==> src/verilog/spi_pkg.sv <==
// Purpose: Shared constants for the single-pin program interface
// Assumes: 250 MHz system clock
// Notes:   Times kept in their own unit, cycle counts derived from them
package spi_pkg;
  localparam int CLK_MHZ        = 250;
  localparam int TIMEOUT_MS     = 16;
  localparam int TIMEOUT_CYC    = TIMEOUT_MS * CLK_MHZ * 1000;
  // Nominal bit period at 70 kHz is about 14.3 us; sample at half of it
  localparam int SAMPLE_NS      = 7140;
  localparam int SAMPLE_CYC     = (SAMPLE_NS * CLK_MHZ) / 1000;
  localparam int CMD_LEN        = 6;
  localparam int INSTR_LEN      = 11;
  localparam int SEL_W          = 3;
  localparam int WORD_W         = 8;
  localparam int NUM_WORDS      = 6;
  localparam int RB_BITS        = 59;
  localparam logic [5:0]  CODE_PROG     = 6'h0C;
  localparam logic [5:0]  CODE_READBACK = 6'h3B;
  localparam logic [2:0]  SEL_JUMP      = 3'h7;
  localparam logic [7:0]  JMP_NOLOCK    = 8'hF0;
  localparam logic [7:0]  JMP_LOCK      = 8'h55;
  localparam logic [7:0]  JMP_EXIT      = 8'h00;
  localparam logic [7:0]  WORD_RESET    = 8'h00;
  localparam int          SEL_LVDS_BIT  = 0;
  localparam logic [2:0]  REVISION      = 3'h1; // Arbitrary value
  localparam logic [5:0]  VCO_CAL       = 6'h00;
  typedef enum logic [2:0] {
    ST_NORMAL, ST_PROG, ST_EE_NOLOCK, ST_EE_LOCK, ST_READBACK
  } spi_state_t;
endpackage : spi_pkg

==> src/verilog/spi_bit_decoder.sv <==
// Purpose: Turns high pulses on the program pin into bits
// Assumes: Pin already synchronous to CLK_I
// Notes:   Delayed copy of the rising edge strobes the live level
`timescale 1ns/1ps
module spi_bit_decoder #(
  parameter int SAMPLE_CYCLES  = 1785,
  parameter int TIMEOUT_CYCLES = 4000000
) (
  input  wire logic clk_i,
  input  wire logic rst_i,
  input  wire logic pin_i,
  output logic      bit_valid_o,
  output logic      bit_value_o,
  output logic      rise_o,
  output logic      timeout_o
);
  logic        pin_ff;
  logic [11:0] dly_cnt_ff;
  logic        delayed_program_signal_ff;
  logic [22:0] idle_cnt_ff;

  always_ff @(posedge clk_i) begin
    if (rst_i) pin_ff <= 1'b0;
    else       pin_ff <= pin_i;
  end

  assign rise_o = pin_i & ~pin_ff;

  // Counter from the rising edge forms the delayed strobe
  always_ff @(posedge clk_i) begin
    if (rst_i) begin
      dly_cnt_ff                <= 12'h000;
      delayed_program_signal_ff <= 1'b0;
    end else begin
      delayed_program_signal_ff <= 1'b0;
      if (rise_o) dly_cnt_ff <= 12'h001;
      else if (dly_cnt_ff != 12'h000) begin
        if (dly_cnt_ff == 12'(SAMPLE_CYCLES)) begin
          dly_cnt_ff                <= 12'h000;
          delayed_program_signal_ff <= 1'b1;
        end else dly_cnt_ff <= dly_cnt_ff + 12'h001;
      end
    end
  end

  // Still high at the strobe is a long pulse, a one
  always_ff @(posedge clk_i) begin
    if (rst_i) begin
      bit_valid_o <= 1'b0;
      bit_value_o <= 1'b0;
    end else begin
      bit_valid_o <= delayed_program_signal_ff;
      bit_value_o <= pin_i;
    end
  end

  // Either level held too long flags a time-out, which clears only in normal state; gaps shorter leave data alone
  always_ff @(posedge clk_i) begin
    if (rst_i) begin
      idle_cnt_ff <= 23'h000000;
      timeout_o   <= 1'b0;
    end else begin
      timeout_o <= 1'b0;
      if (pin_i != pin_ff) idle_cnt_ff <= 23'h000000;
      else if (idle_cnt_ff == 23'(TIMEOUT_CYCLES)) begin
        idle_cnt_ff <= 23'h000000;
        timeout_o   <= 1'b1;
      end else idle_cnt_ff <= idle_cnt_ff + 23'h000001;
    end
  end
endmodule : spi_bit_decoder

==> src/verilog/spi_output_gate.sv <==
// Purpose: Picks one output driver and applies chip enable
// Assumes: Readback bits alone drive the clock output pin; CLK_DATA_I is not used
// Notes:   Enables are registered so outputs come from flip-flops
`timescale 1ns/1ps
module spi_output_gate (
  input  wire logic clk_i,
  input  wire logic rst_i,
  input  wire logic sel_lvds_i,
  input  wire logic ce_i,
  input  wire logic ce_ignore_i,
  output logic      lvds_en_o,
  output logic      lvpecl_en_o
);
  logic on;
  assign on = ce_i | ce_ignore_i;

  always_ff @(posedge clk_i) begin
    if (rst_i) begin
      lvds_en_o   <= 1'b0;
      lvpecl_en_o <= 1'b0;
    end else begin
      lvds_en_o   <= on & sel_lvds_i;
      lvpecl_en_o <= on & ~sel_lvds_i;
    end
  end
endmodule : spi_output_gate

==> src/verilog/spi_program_if.sv <==
// Purpose: Single-pin program interface: command decode, word store, readback
// Assumes: Program pin synchronous to CLK_I; one clock domain
// Notes:   Nonvolatile array modelled as a flop shadow with a write strobe
`timescale 1ns/1ps
module spi_program_if
  import spi_pkg::*;
#(
  parameter int TIMEOUT_CYCLES = spi_pkg::TIMEOUT_CYC,
  parameter int SAMPLE_CYCLES  = spi_pkg::SAMPLE_CYC
) (
  // Clock and reset
  input  wire logic       CLK_I,
  input  wire logic       RST_I,
  // Pins
  input  wire logic       PROGRAM_PIN_I,
  input  wire logic       CE_I,
  input  wire logic       CLK_DATA_I,
  // Output driver control
  output logic            LVDS_EN_O,
  output logic            LVPECL_EN_O,
  output logic            CLOCK_OUTPUT_PIN_O,
  output logic            READBACK_ACTIVE_O,
  // Configuration and nonvolatile status
  output logic [47:0]     CONFIG_O,
  output logic            EE_WRITE_O,
  output logic            EE_LOCKED_O,
  output logic [2:0]      STATE_O
);
  import spi_pkg::*;

  spi_state_t  state_ff, nxt_state;
  logic [10:0] shift_ff;
  logic [3:0]  cnt_ff;
  logic [7:0]  word_ff [NUM_WORDS];
  logic [7:0]  ee_ff   [NUM_WORDS];
  logic        ee_written_ff;
  logic [58:0] rb_ff;
  logic [5:0]  rb_cnt_ff;
  logic        bit_valid, bit_value, rise, timeout;
  logic [10:0] nxt_shift;
  logic        instr_done, cmd_done, clear;
  logic [7:0]  payload;

  spi_bit_decoder #(
    .SAMPLE_CYCLES  (SAMPLE_CYCLES),
    .TIMEOUT_CYCLES (TIMEOUT_CYCLES)
  ) u_dec (
    .clk_i       (CLK_I),
    .rst_i       (RST_I),
    .pin_i       (PROGRAM_PIN_I),
    .bit_valid_o (bit_valid),
    .bit_value_o (bit_value),
    .rise_o      (rise),
    .timeout_o   (timeout)
  );

  // Selector read first-bit-first: 000 word0, 100 word1 ... 101 word5
  function automatic logic [2:0] sel_index(input logic [2:0] s);
    sel_index = {s[0], s[1], s[2]};
  endfunction : sel_index

  // Stored words leave the readback chain most significant bit first
  function automatic logic [7:0] msb_first(input logic [7:0] w);
    for (int b = 0; b < WORD_W; b++) msb_first[b] = w[WORD_W-1-b];
  endfunction : msb_first

  // Selector keeps its first-sent bit in the high position
  assign nxt_shift  = {shift_ff[9:0], bit_value};
  assign cmd_done   = bit_valid && (cnt_ff == 4'(CMD_LEN - 1));
  assign instr_done = bit_valid && (cnt_ff == 4'(INSTR_LEN - 1));
  assign payload    = nxt_shift[WORD_W-1:0];

  always_comb begin
    nxt_state = state_ff;
    clear     = 1'b0;
    unique case (state_ff)
      ST_NORMAL: begin
        if (timeout) clear = 1'b1;
        else if (cmd_done) begin
          clear = 1'b1;
          if (nxt_shift[5:0] == CODE_PROG) nxt_state = ST_PROG;
          else if (nxt_shift[5:0] == CODE_READBACK) nxt_state = ST_READBACK;
        end
      end
      ST_PROG: begin
        if (instr_done) begin
          clear = 1'b1;
          if (nxt_shift[10:8] == SEL_JUMP) begin
            if (payload == JMP_NOLOCK) nxt_state = ST_EE_NOLOCK;
            else if (payload == JMP_LOCK) nxt_state = ST_EE_LOCK;
            else nxt_state = ST_NORMAL;
          end
        end
      end
      ST_EE_NOLOCK, ST_EE_LOCK: begin
        if (instr_done) begin
          clear     = 1'b1;
          nxt_state = ST_NORMAL;
        end
      end
      ST_READBACK: begin
        if (rise && rb_cnt_ff == 6'(RB_BITS + 1)) nxt_state = ST_NORMAL;
      end
      // Unused codes fall back to normal operation
      default: begin
        clear     = 1'b1;
        nxt_state = ST_NORMAL;
      end
    endcase
  end

  always_ff @(posedge CLK_I) begin
    if (RST_I) state_ff <= ST_NORMAL;
    else       state_ff <= nxt_state;
  end

  // Bit collection; readback reuses the pin as a clock so shifting stops
  always_ff @(posedge CLK_I) begin
    if (RST_I || clear || state_ff == ST_READBACK) begin
      shift_ff <= 11'h000;
      cnt_ff   <= 4'h0;
    end else if (bit_valid) begin
      shift_ff <= nxt_shift;
      cnt_ff   <= cnt_ff + 4'h1;
    end
  end

  // Working storage, effective on the eleventh and last bit of the instruction
  genvar gi;
  generate
    for (gi = 0; gi < NUM_WORDS; gi++) begin : g_word
      always_ff @(posedge CLK_I) begin
        if (RST_I) word_ff[gi] <= WORD_RESET;
        else if (state_ff == ST_PROG && instr_done && nxt_shift[10:8] != SEL_JUMP
                 && sel_index(nxt_shift[10:8]) == 3'(gi))
          word_ff[gi] <= payload;
      end
      always_ff @(posedge CLK_I) begin
        if (RST_I) ee_ff[gi] <= WORD_RESET;
        else if (EE_WRITE_O) ee_ff[gi] <= word_ff[gi];
      end
      assign CONFIG_O[gi*WORD_W +: WORD_W] = word_ff[gi];
    end
  endgenerate

  // One write strobe on entry to an EEPROM state, refused once locked
  always_ff @(posedge CLK_I) begin
    if (RST_I) begin
      EE_WRITE_O    <= 1'b0;
      EE_LOCKED_O   <= 1'b0;
      ee_written_ff <= 1'b0;
    end else begin
      EE_WRITE_O <= 1'b0;
      if (state_ff == ST_PROG && !EE_LOCKED_O &&
          (nxt_state == ST_EE_NOLOCK || nxt_state == ST_EE_LOCK)) begin
        EE_WRITE_O    <= 1'b1;
        ee_written_ff <= 1'b1;
        if (nxt_state == ST_EE_LOCK) EE_LOCKED_O <= 1'b1;
      end
    end
  end

  // Readback chain: first edge loads, later edges shift bit 0 out first
  always_ff @(posedge CLK_I) begin
    if (RST_I || state_ff != ST_READBACK) begin
      rb_ff              <= 59'h0;
      rb_cnt_ff          <= 6'h00;
      CLOCK_OUTPUT_PIN_O <= 1'b0;
    end else if (rise) begin
      rb_cnt_ff <= rb_cnt_ff + 6'h01;
      if (rb_cnt_ff == 6'h00) begin
        rb_ff <= {msb_first(ee_ff[0]), msb_first(ee_ff[1]), msb_first(ee_ff[2]),
                  msb_first(ee_ff[3]), msb_first(ee_ff[4]), msb_first(ee_ff[5]),
                  EE_LOCKED_O, ee_written_ff,
                  VCO_CAL[0], VCO_CAL[1], VCO_CAL[2], VCO_CAL[3], VCO_CAL[4], VCO_CAL[5],
                  REVISION[0], REVISION[1], REVISION[2]};
      end else begin
        CLOCK_OUTPUT_PIN_O <= rb_ff[0];
        rb_ff              <= {1'b0, rb_ff[58:1]};
      end
    end
  end

  always_ff @(posedge CLK_I) begin
    if (RST_I) begin
      READBACK_ACTIVE_O <= 1'b0;
      STATE_O           <= 3'h0;
    end else begin
      READBACK_ACTIVE_O <= (nxt_state == ST_READBACK);
      STATE_O           <= nxt_state;
    end
  end

  spi_output_gate u_gate (
    .clk_i       (CLK_I),
    .rst_i       (RST_I),
    .sel_lvds_i  (word_ff[0][SEL_LVDS_BIT]),
    .ce_i        (CE_I),
    .ce_ignore_i (state_ff != ST_NORMAL),
    .lvds_en_o   (LVDS_EN_O),
    .lvpecl_en_o (LVPECL_EN_O)
  );
endmodule : spi_program_if

==> config.mk <==
export PLATFORM = sky130hd
export DESIGN_NAME = spi_program_if
export DESIGN_NICKNAME = d
export VERILOG_FILES = /design/src/verilog/spi_pkg.sv /design/src/verilog/spi_bit_decoder.sv /design/src/verilog/spi_output_gate.sv /design/src/verilog/spi_program_if.sv
export SDC_FILE = /design/constraint.sdc
export NUM_CORES = 1
export LEC_CHECK = 0
export ABC_AREA = 0
export ABC_CLOCK_PERIOD_IN_PS = 2000
export BUFFER_PORTS_ARGS = -buffer_cell sky130_fd_sc_hd__buf_2
export CAP_MARGIN = 20
export CORE_ASPECT_RATIO = 0.5
export CORE_MARGIN = 2
export CORE_UTILIZATION = 40
export DETAILED_ROUTE_END_ITERATION = 10
export REMOVE_ABC_BUFFERS = 1
export SYNTH_ARGS = -nofsm -noshare
export SYNTH_HDL_FRONTEND = slang
export SYNTH_SLANG_ARGS = --single-unit
==> constraint.sdc <==
create_clock -name CLK_I -period 2 [get_ports CLK_I]
set_input_delay 0.2 -clock CLK_I [delete_from_list [all_inputs] [get_ports CLK_I]]
set_output_delay 0.2 -clock CLK_I [all_outputs]
set_load 0.02 [all_outputs]
# Word level (Yosys, flattened, before mapping)
# Memory sizes are Yosys's and may differ from the RTL's.
# Index checks and enable logic that the tools add are counted.
# Widths: inputs -> output; s select.
[op_classes] n_addsub=4 n_mul=0 n_div=0 magnitude_cmp=0 eq_ne=25 n_shift=0 n_mux=57 bitwise_logic=20 reduce_logical=32
[ops] cell="$mux 8" n=12
[ops] cell="$mux 59" n=1
[ops] cell="$mux 1" n=31
[ops] cell="$mux 3" n=8
[ops] cell="$add 23x1->23 const B" n=1
[ops] cell="$eq 23x22->1 const B" n=1
[ops] cell="$eq 3x2->1 const B" n=6
[ops] cell="$eq 3x3->1 const B" n=5
[ops] cell="$logic_and 1x1->1" n=13
[ops] cell="$or 1x1->1" n=13
[ops] cell="$add 12x1->12 const B" n=1
[ops] cell="$eq 12x11->1 const B" n=1
[ops] cell="$eq 6x6->1 const B" n=2
[ops] cell="$mux 12" n=1
[ops] cell="$pmux 3 s4" n=1
[ops] cell="$reduce_bool 12->1" n=1
[ops] cell="$reduce_or 3->1" n=3
[ops] cell="$eq 8x7->1 const B" n=1
[ops] cell="$eq 8x8->1 const B" n=1
[ops] cell="$add 6x1->6 const B" n=1
[ops] cell="$eq 3x1->1 const B" n=2
[ops] cell="$eq 6x4->1 const B" n=1
[ops] cell="$logic_not 3->1" n=2
[ops] cell="$logic_not 6->1" n=1
[ops] cell="other kinds (15)" n=28
[word_totals] reg_bits=128 latch_bits=0 ram_bits=96 rom_bits=0 in_bits=5 output_inout_bits=57 word_cells=159 mem_count=2
[memory_table] name="ee_ff" depth=6 word_bits=8 rd=6 rd_clocked_by_memory_dff=0 wr=6 line_no="spi_program_if.sv:35" text="logic [7:0] ee_ff [NUM_WORDS];"
[memory_table] name="word_ff" depth=6 word_bits=8 rd=6 rd_clocked_by_memory_dff=0 wr=6 line_no="spi_program_if.sv:34" text="logic [7:0] word_ff [NUM_WORDS];"

# Depth between registers and ports, before layout
[depth] word_depth=10 depth_mapped=7 ltp_nobuf=6

# Hierarchy
# Synthesis repeated with hierarchy kept, for this count alone.
[unflattened] hier_cells=896 area_unflattened_um2=9351.5
[modules_own_cells] mod="spi_program_if" instances=1 cells_per_inst=689 area_each_um2=7462.2 seq_area_each_um2=4624.4
[modules_own_cells] mod="spi_bit_decoder" instances=1 cells_per_inst=202 area_each_um2=1828.0 seq_area_each_um2=780.7
[modules_own_cells] mod="spi_output_gate" instances=1 cells_per_inst=5 area_each_um2=61.3 seq_area_each_um2=40.0

# Least setup slack after synthesis
# Ideal clock, no wire load.
[synth_timing] kind="register -> register" from="reg u_dec.idle_cnt_ff[0]" to="reg u_dec.idle_cnt_ff[2]" setup_time_ns=0.128 arrival_time_ns=1.791 required_ns=1.872 setup_slack_ns=0.081 path_stages_with_launch=8 path_buffers=1 period_less_slack_ns=1.919 cell_sequence="dfxtp_1 -> inv_1 -> ha_1 -> nand2b_1 -> or4_1 -> o31ai_1 -> clkbuf_1 -> nor2_1"
[synth_via] elab_chain_len=2 word_cells_on_any_way=3 classes_between="1 x add/sub; 1 x eq/ne; 1 x reduce/logical"
[synth_lines] element="start, declared" line_no="spi_bit_decoder.sv:20" text="logic [22:0] idle_cnt_ff;"
[synth_lines] element="start signal, assigned" line_no="spi_bit_decoder.sv:68" text="end else idle_cnt_ff <= idle_cnt_ff + 23'h000001;"
[synth_lines] element="parallel branches: the longest is 2 deep, another holds $add 23x1->23"
# Several ways; the timed one is not identified.
# A chain may end at the register's enable or synchronous reset.

==> results_tabular.tex <==
\begin{tabular}{lr}
\hline
Metric & Value \\
\hline
\multicolumn{2}{l}{\textbf{Yosys}} \\
Multiplexer fraction of the synthesized cell area & 1.31\% \\
Total standard cell area after synthesis & 0.00918 sq mm \\
Most instantiated flip-flop cell in the synthesis netlist & dfxtp\_1 \\
Combinational family with the most area after synthesis & simple AND/OR/NAND/NOR gates \\
Synthesized instance count & 894 \\
Most numerous cell types in the synthesized netlist & 128 x dfxtp\_1, 127 x nand2\_1, 107 x nor2\_1 \\
Warnings, synthesis & 0 \\
Async S/R FF share, synth & 0\% \\
Cell accounting for the most synthesized area & edfxtp\_1 \\
Simple-gate share of the synthesized area & around 24\% \\
Xor/xnor cell area share of the yosys netlist & 2.67\% \\
Post-Synth Adder-Cell Area & between 1 and 1.5\% \\
Synth cell types & 45 \\
FF+latch count, synth & 224 \\
Dominant cell by count in the synthesized netlist & dfxtp\_1 \\
Complex-gate fraction of the synthesized area & around 8.0\% \\
Count of flip-flops with a built-in enable after synthesis & 96 \\
Sequential-to-total area share from yosys stat & 59.3\% \\
Most area-consuming cells after synthesis & edfxtp\_1 31\%, dfxtp\_1 28\%, and2\_1 6.3\%, nand2\_1 5.2\%, a311oi\_1 4.7\% \\
Average cell area after synthesis & 10.3 sq um \\
Share of the synthesized area in the top cell type & 31.4\% \\
\multicolumn{2}{l}{\textbf{Job}} \\
Max-cap violations & 0 \\
\multicolumn{2}{l}{\textbf{Floorplan}} \\
Number of top-level design ports & 62 \\
Placeable core region & 0.0227 sq mm \\
Overall die area & approximately 0.024 sq mm \\
Die outline width & 218 um \\
\# rows & 39 \\
Initial standard-cell utilization of the core & 40.5\% \\
DIE HEIGHT & 111 um \\
\multicolumn{2}{l}{\textbf{Setup path}} \\
Worst Setup End Kind & flip-flop \\
Signal arrival time at the worst endpoint & 2060 ps \\
Worst reg2reg path endpoint & word\_ff[2][13] \\
Crit Path Max Fanout & 8 \\
Depth of the most critical reg-to-reg path & 7 \\
Startpoint of the worst register-to-register path & cnt\_ff[0] \\
Timing endpoint of the critical path & word\_ff[2][13] \\
Critical Path Stages & 7 \\
Kind of cell with the highest combined delay on the critical path & simple AND/OR/NAND/NOR gates \\
Minimum setup slack among reg-to-reg paths & $\sim$130 ps \\
Startpoint-to-endpoint class of the critical path & flip-flop to flip-flop \\
Cell with the largest stage delay on the worst path & dfxtp\_1 \\
Kind of start point of the critical path & flip-flop \\
Number of buffers and inverters on the critical path & 2 \\
Worst stage delay on the critical path & 310 ps \\
List of cells traversed by the critical path & inv\_1, ha\_1, and4b\_1, nand2\_1, nor3b\_1, buf\_4, a21o\_2 \\
Required time of the critical path & 2190 ps \\
Beginning of the critical path & cnt\_ff[0] \\
\multicolumn{2}{l}{\textbf{CTS}} \\
CTS tree & done \\
Setup Buffers After CTS & 0 \\
Insertion delay to the later sink of the worst-skew pair & 510 ps \\
Number of buffers inserted during clock tree synthesis & 21 \\
Max Buffers Root-to-Sink & 3 \\
Clock transition at the registers of the reported paths & 60 ps \\
Number of sinks handled by clock tree synthesis & 224 \\
Number of H-tree branching levels & 1 \\
Clk root buf & clkbuf\_16 \\
\multicolumn{2}{l}{\textbf{Cells and area}} \\
Share of post-route cells with drive strength above 1 & 16.1\% \\
Signed area change from the synthesized netlist to the final layout & 18.2\% \\
Final Cell Area & 0.0109 sq mm \\
\# diodes & 0 \\
Count of fill cells added during filler insertion & 2091 \\
Post-layout nets & between 900 and 1k \\
Share of the core filled with cells & 47.9\% \\
\multicolumn{2}{l}{\textbf{Placed design}} \\
Post-DP HPWL & 12.9 mm \\
Number of port buffers & 60 \\
Placer Congestion & roughly 0.82 \\
Area after detailed placement & 0.0101 sq mm \\
\multicolumn{2}{l}{\textbf{Timing}} \\
Maximum clock rate & 536 MHz \\
Final-report max-slew violation count & 0 \\
Tightest Pin Transition & 605 ps \\
Number of failing setup endpoints in the final timing report & 0 \\
Min Clock Period, post-route & between 1500 and 2000 ps \\
Share of the clock period used by the worst path & between 90\% and 100\% \\
Skew final & around 21 ps \\
Tightest slew margin relative to the limit & 59.3\% \\
Final number of hold-violating endpoints & 0 \\
\multicolumn{2}{l}{\textbf{Global routing}} \\
Congestion Overflow GR & 0 \\
Via count of the first global-routing pass & 6248 \\
First-pass GRT wire length & 32.0 mm \\
Initial antenna violation count & 0 \\
Pin count of the biggest net entering global routing & 61 \\
Total track usage & 16.1\% \\
\multicolumn{2}{l}{\textbf{Route}} \\
DRC violations left & 0 \\
Routed wire per std cell & 15.1 um \\
Vias/cell & 5.08 \\
Antenna Violating Nets Remaining & 0 \\
Total iterations of the first detailed-routing run & 4 \\
Detailed Route Iter0 Violations & 444 \\
WL final & 19.4 mm \\
Number of vias after detailed routing & around 6.5k \\
\multicolumn{2}{l}{\textbf{Pwr}} \\
Leak Pwr & 3.89 nW \\
PnR Total Power & approximately 9.5 mW \\
Total power per unit cell area & between 800 and 900 mW/mm\^{}2 \\
Peak ir drop on the vdd network & 373 uV \\
\multicolumn{2}{l}{\textbf{Run status}} \\
Run status & finished clean \\
\multicolumn{2}{l}{\textbf{Min path}} \\
Hold WC Path Type & input pin to flip-flop \\
\hline
\end{tabular}
## registers in the layout, indices dropped and copies added (netlist names), 3 cells and up
name and flops:
shift_ff 10, cnt_ff 4, ee_ff 48, u_dec.idle_cnt_ff 23, u_dec.dly_cnt_ff 12, STATE_O 3
rb_ff 59, word_ff 48, rb_cnt_ff 6
## report_power, final
| part | internal (mW) | leakage (nW) | switching, mW | total [mW] |
|---|---|---|---|---|
| clock network | 2.47 | 0.351 | 1.68 | 4.15 |
| logic | 0.122 | 1.60 | 0.261 | 0.384 |
| registers | 4.87 | 1.94 | 0.0562 | 4.92 |
## metrics by stage
step                worst slack [ps]  hold slack (ps)  setup TNS [ps]  cells
global placement                46.4              429               0   1248
detailed placement             -39.1              429            -270   1248
global route                   -27.8              151            -392   1288
finish                           133              141               0   1288
floorplan                      -1710              269         -109930    838
CTS                             12.3              117               0   1288
## metal layers
layer | track usage, % | up-vias | wire length (um)
li1 | - | 3278 | -
met1 | 21.9 | 3141 | 9430
met2 | 26.6 | 92 | 8990
met3 | 3.05 | 34 | 673
met4 | 3.95 | 0 | 338
met5 | 0 | - | 0
## cells in the final DEF, fill, tap and decap left out, types with 7 or more instances in the layout
cell type / instances
a21oi_1: 21
nor2_1: 106
a311oi_1: 49
inv_1: 17
buf_2: 60
and2_1: 92
nand3_1: 25
nor3_1: 15
buf_4: 38
xor2_1: 12
or3_1: 7
clkbuf_16: 23
nor4_1: 10
edfxtp_1: 96
dfxtp_1: 128
nand4_1: 12
xnor2_1: 16
mux2i_1: 12
nand2_1: 125
ha_1: 10
o21ai_0: 9
## kinds of logic (layout without fill, tap and decap cells)
group | count (synthesis) | in the layout
simple gates | 446 | 446
buf+inv | 73 | 160
xor+xnor | 28 | 28
mux | 12 | 12
fa+ha+maj | 11 | 11
compound gates | 100 | 100
flops | 224 | 224
## how the worst min path moves through the flow
stage,from,end,slack (ps),cells after the start
5_1_grt,RST_I,STATE_O[2],150,4
2_1_floorplan,RST_I,u_dec.dly_cnt_ff[0],270,1
4_1_cts,RST_I,STATE_O[2],120,4
3_3_place_gp,u_dec.delayed_program_signal_ff,u_dec.bit_valid_o,430,1
6_report,RST_I,STATE_O[2],140,4
3_5_place_dp,u_dec.delayed_program_signal_ff,u_dec.bit_valid_o,430,1
## tightest hold or removal path: stages
cell	delay (ps)
buf_2	140
nor3_1	90
o21ai_0	110
nor2_1	50
## layout make-up
type,count,area [sq um],area share [%]
clock buffers,31,636,5.85
inverters,17,63.8,0.588
multi-input cells,597,3530,32.6
repair buffers,105,706,6.50
well taps,307,384,3.54
flip-flops and latches,224,5450,50.1
clock inverters,7,88.8,0.818
## what timing repair did
item	CTS	global route
pin swaps	0	0
endpoints found under the setup margin	8	81
hold buffers	2	0
endpoints found under the hold margin	2	0
gates cloned	0	0
resized for setup	1	14
Power figures use the tool's default switching activity.
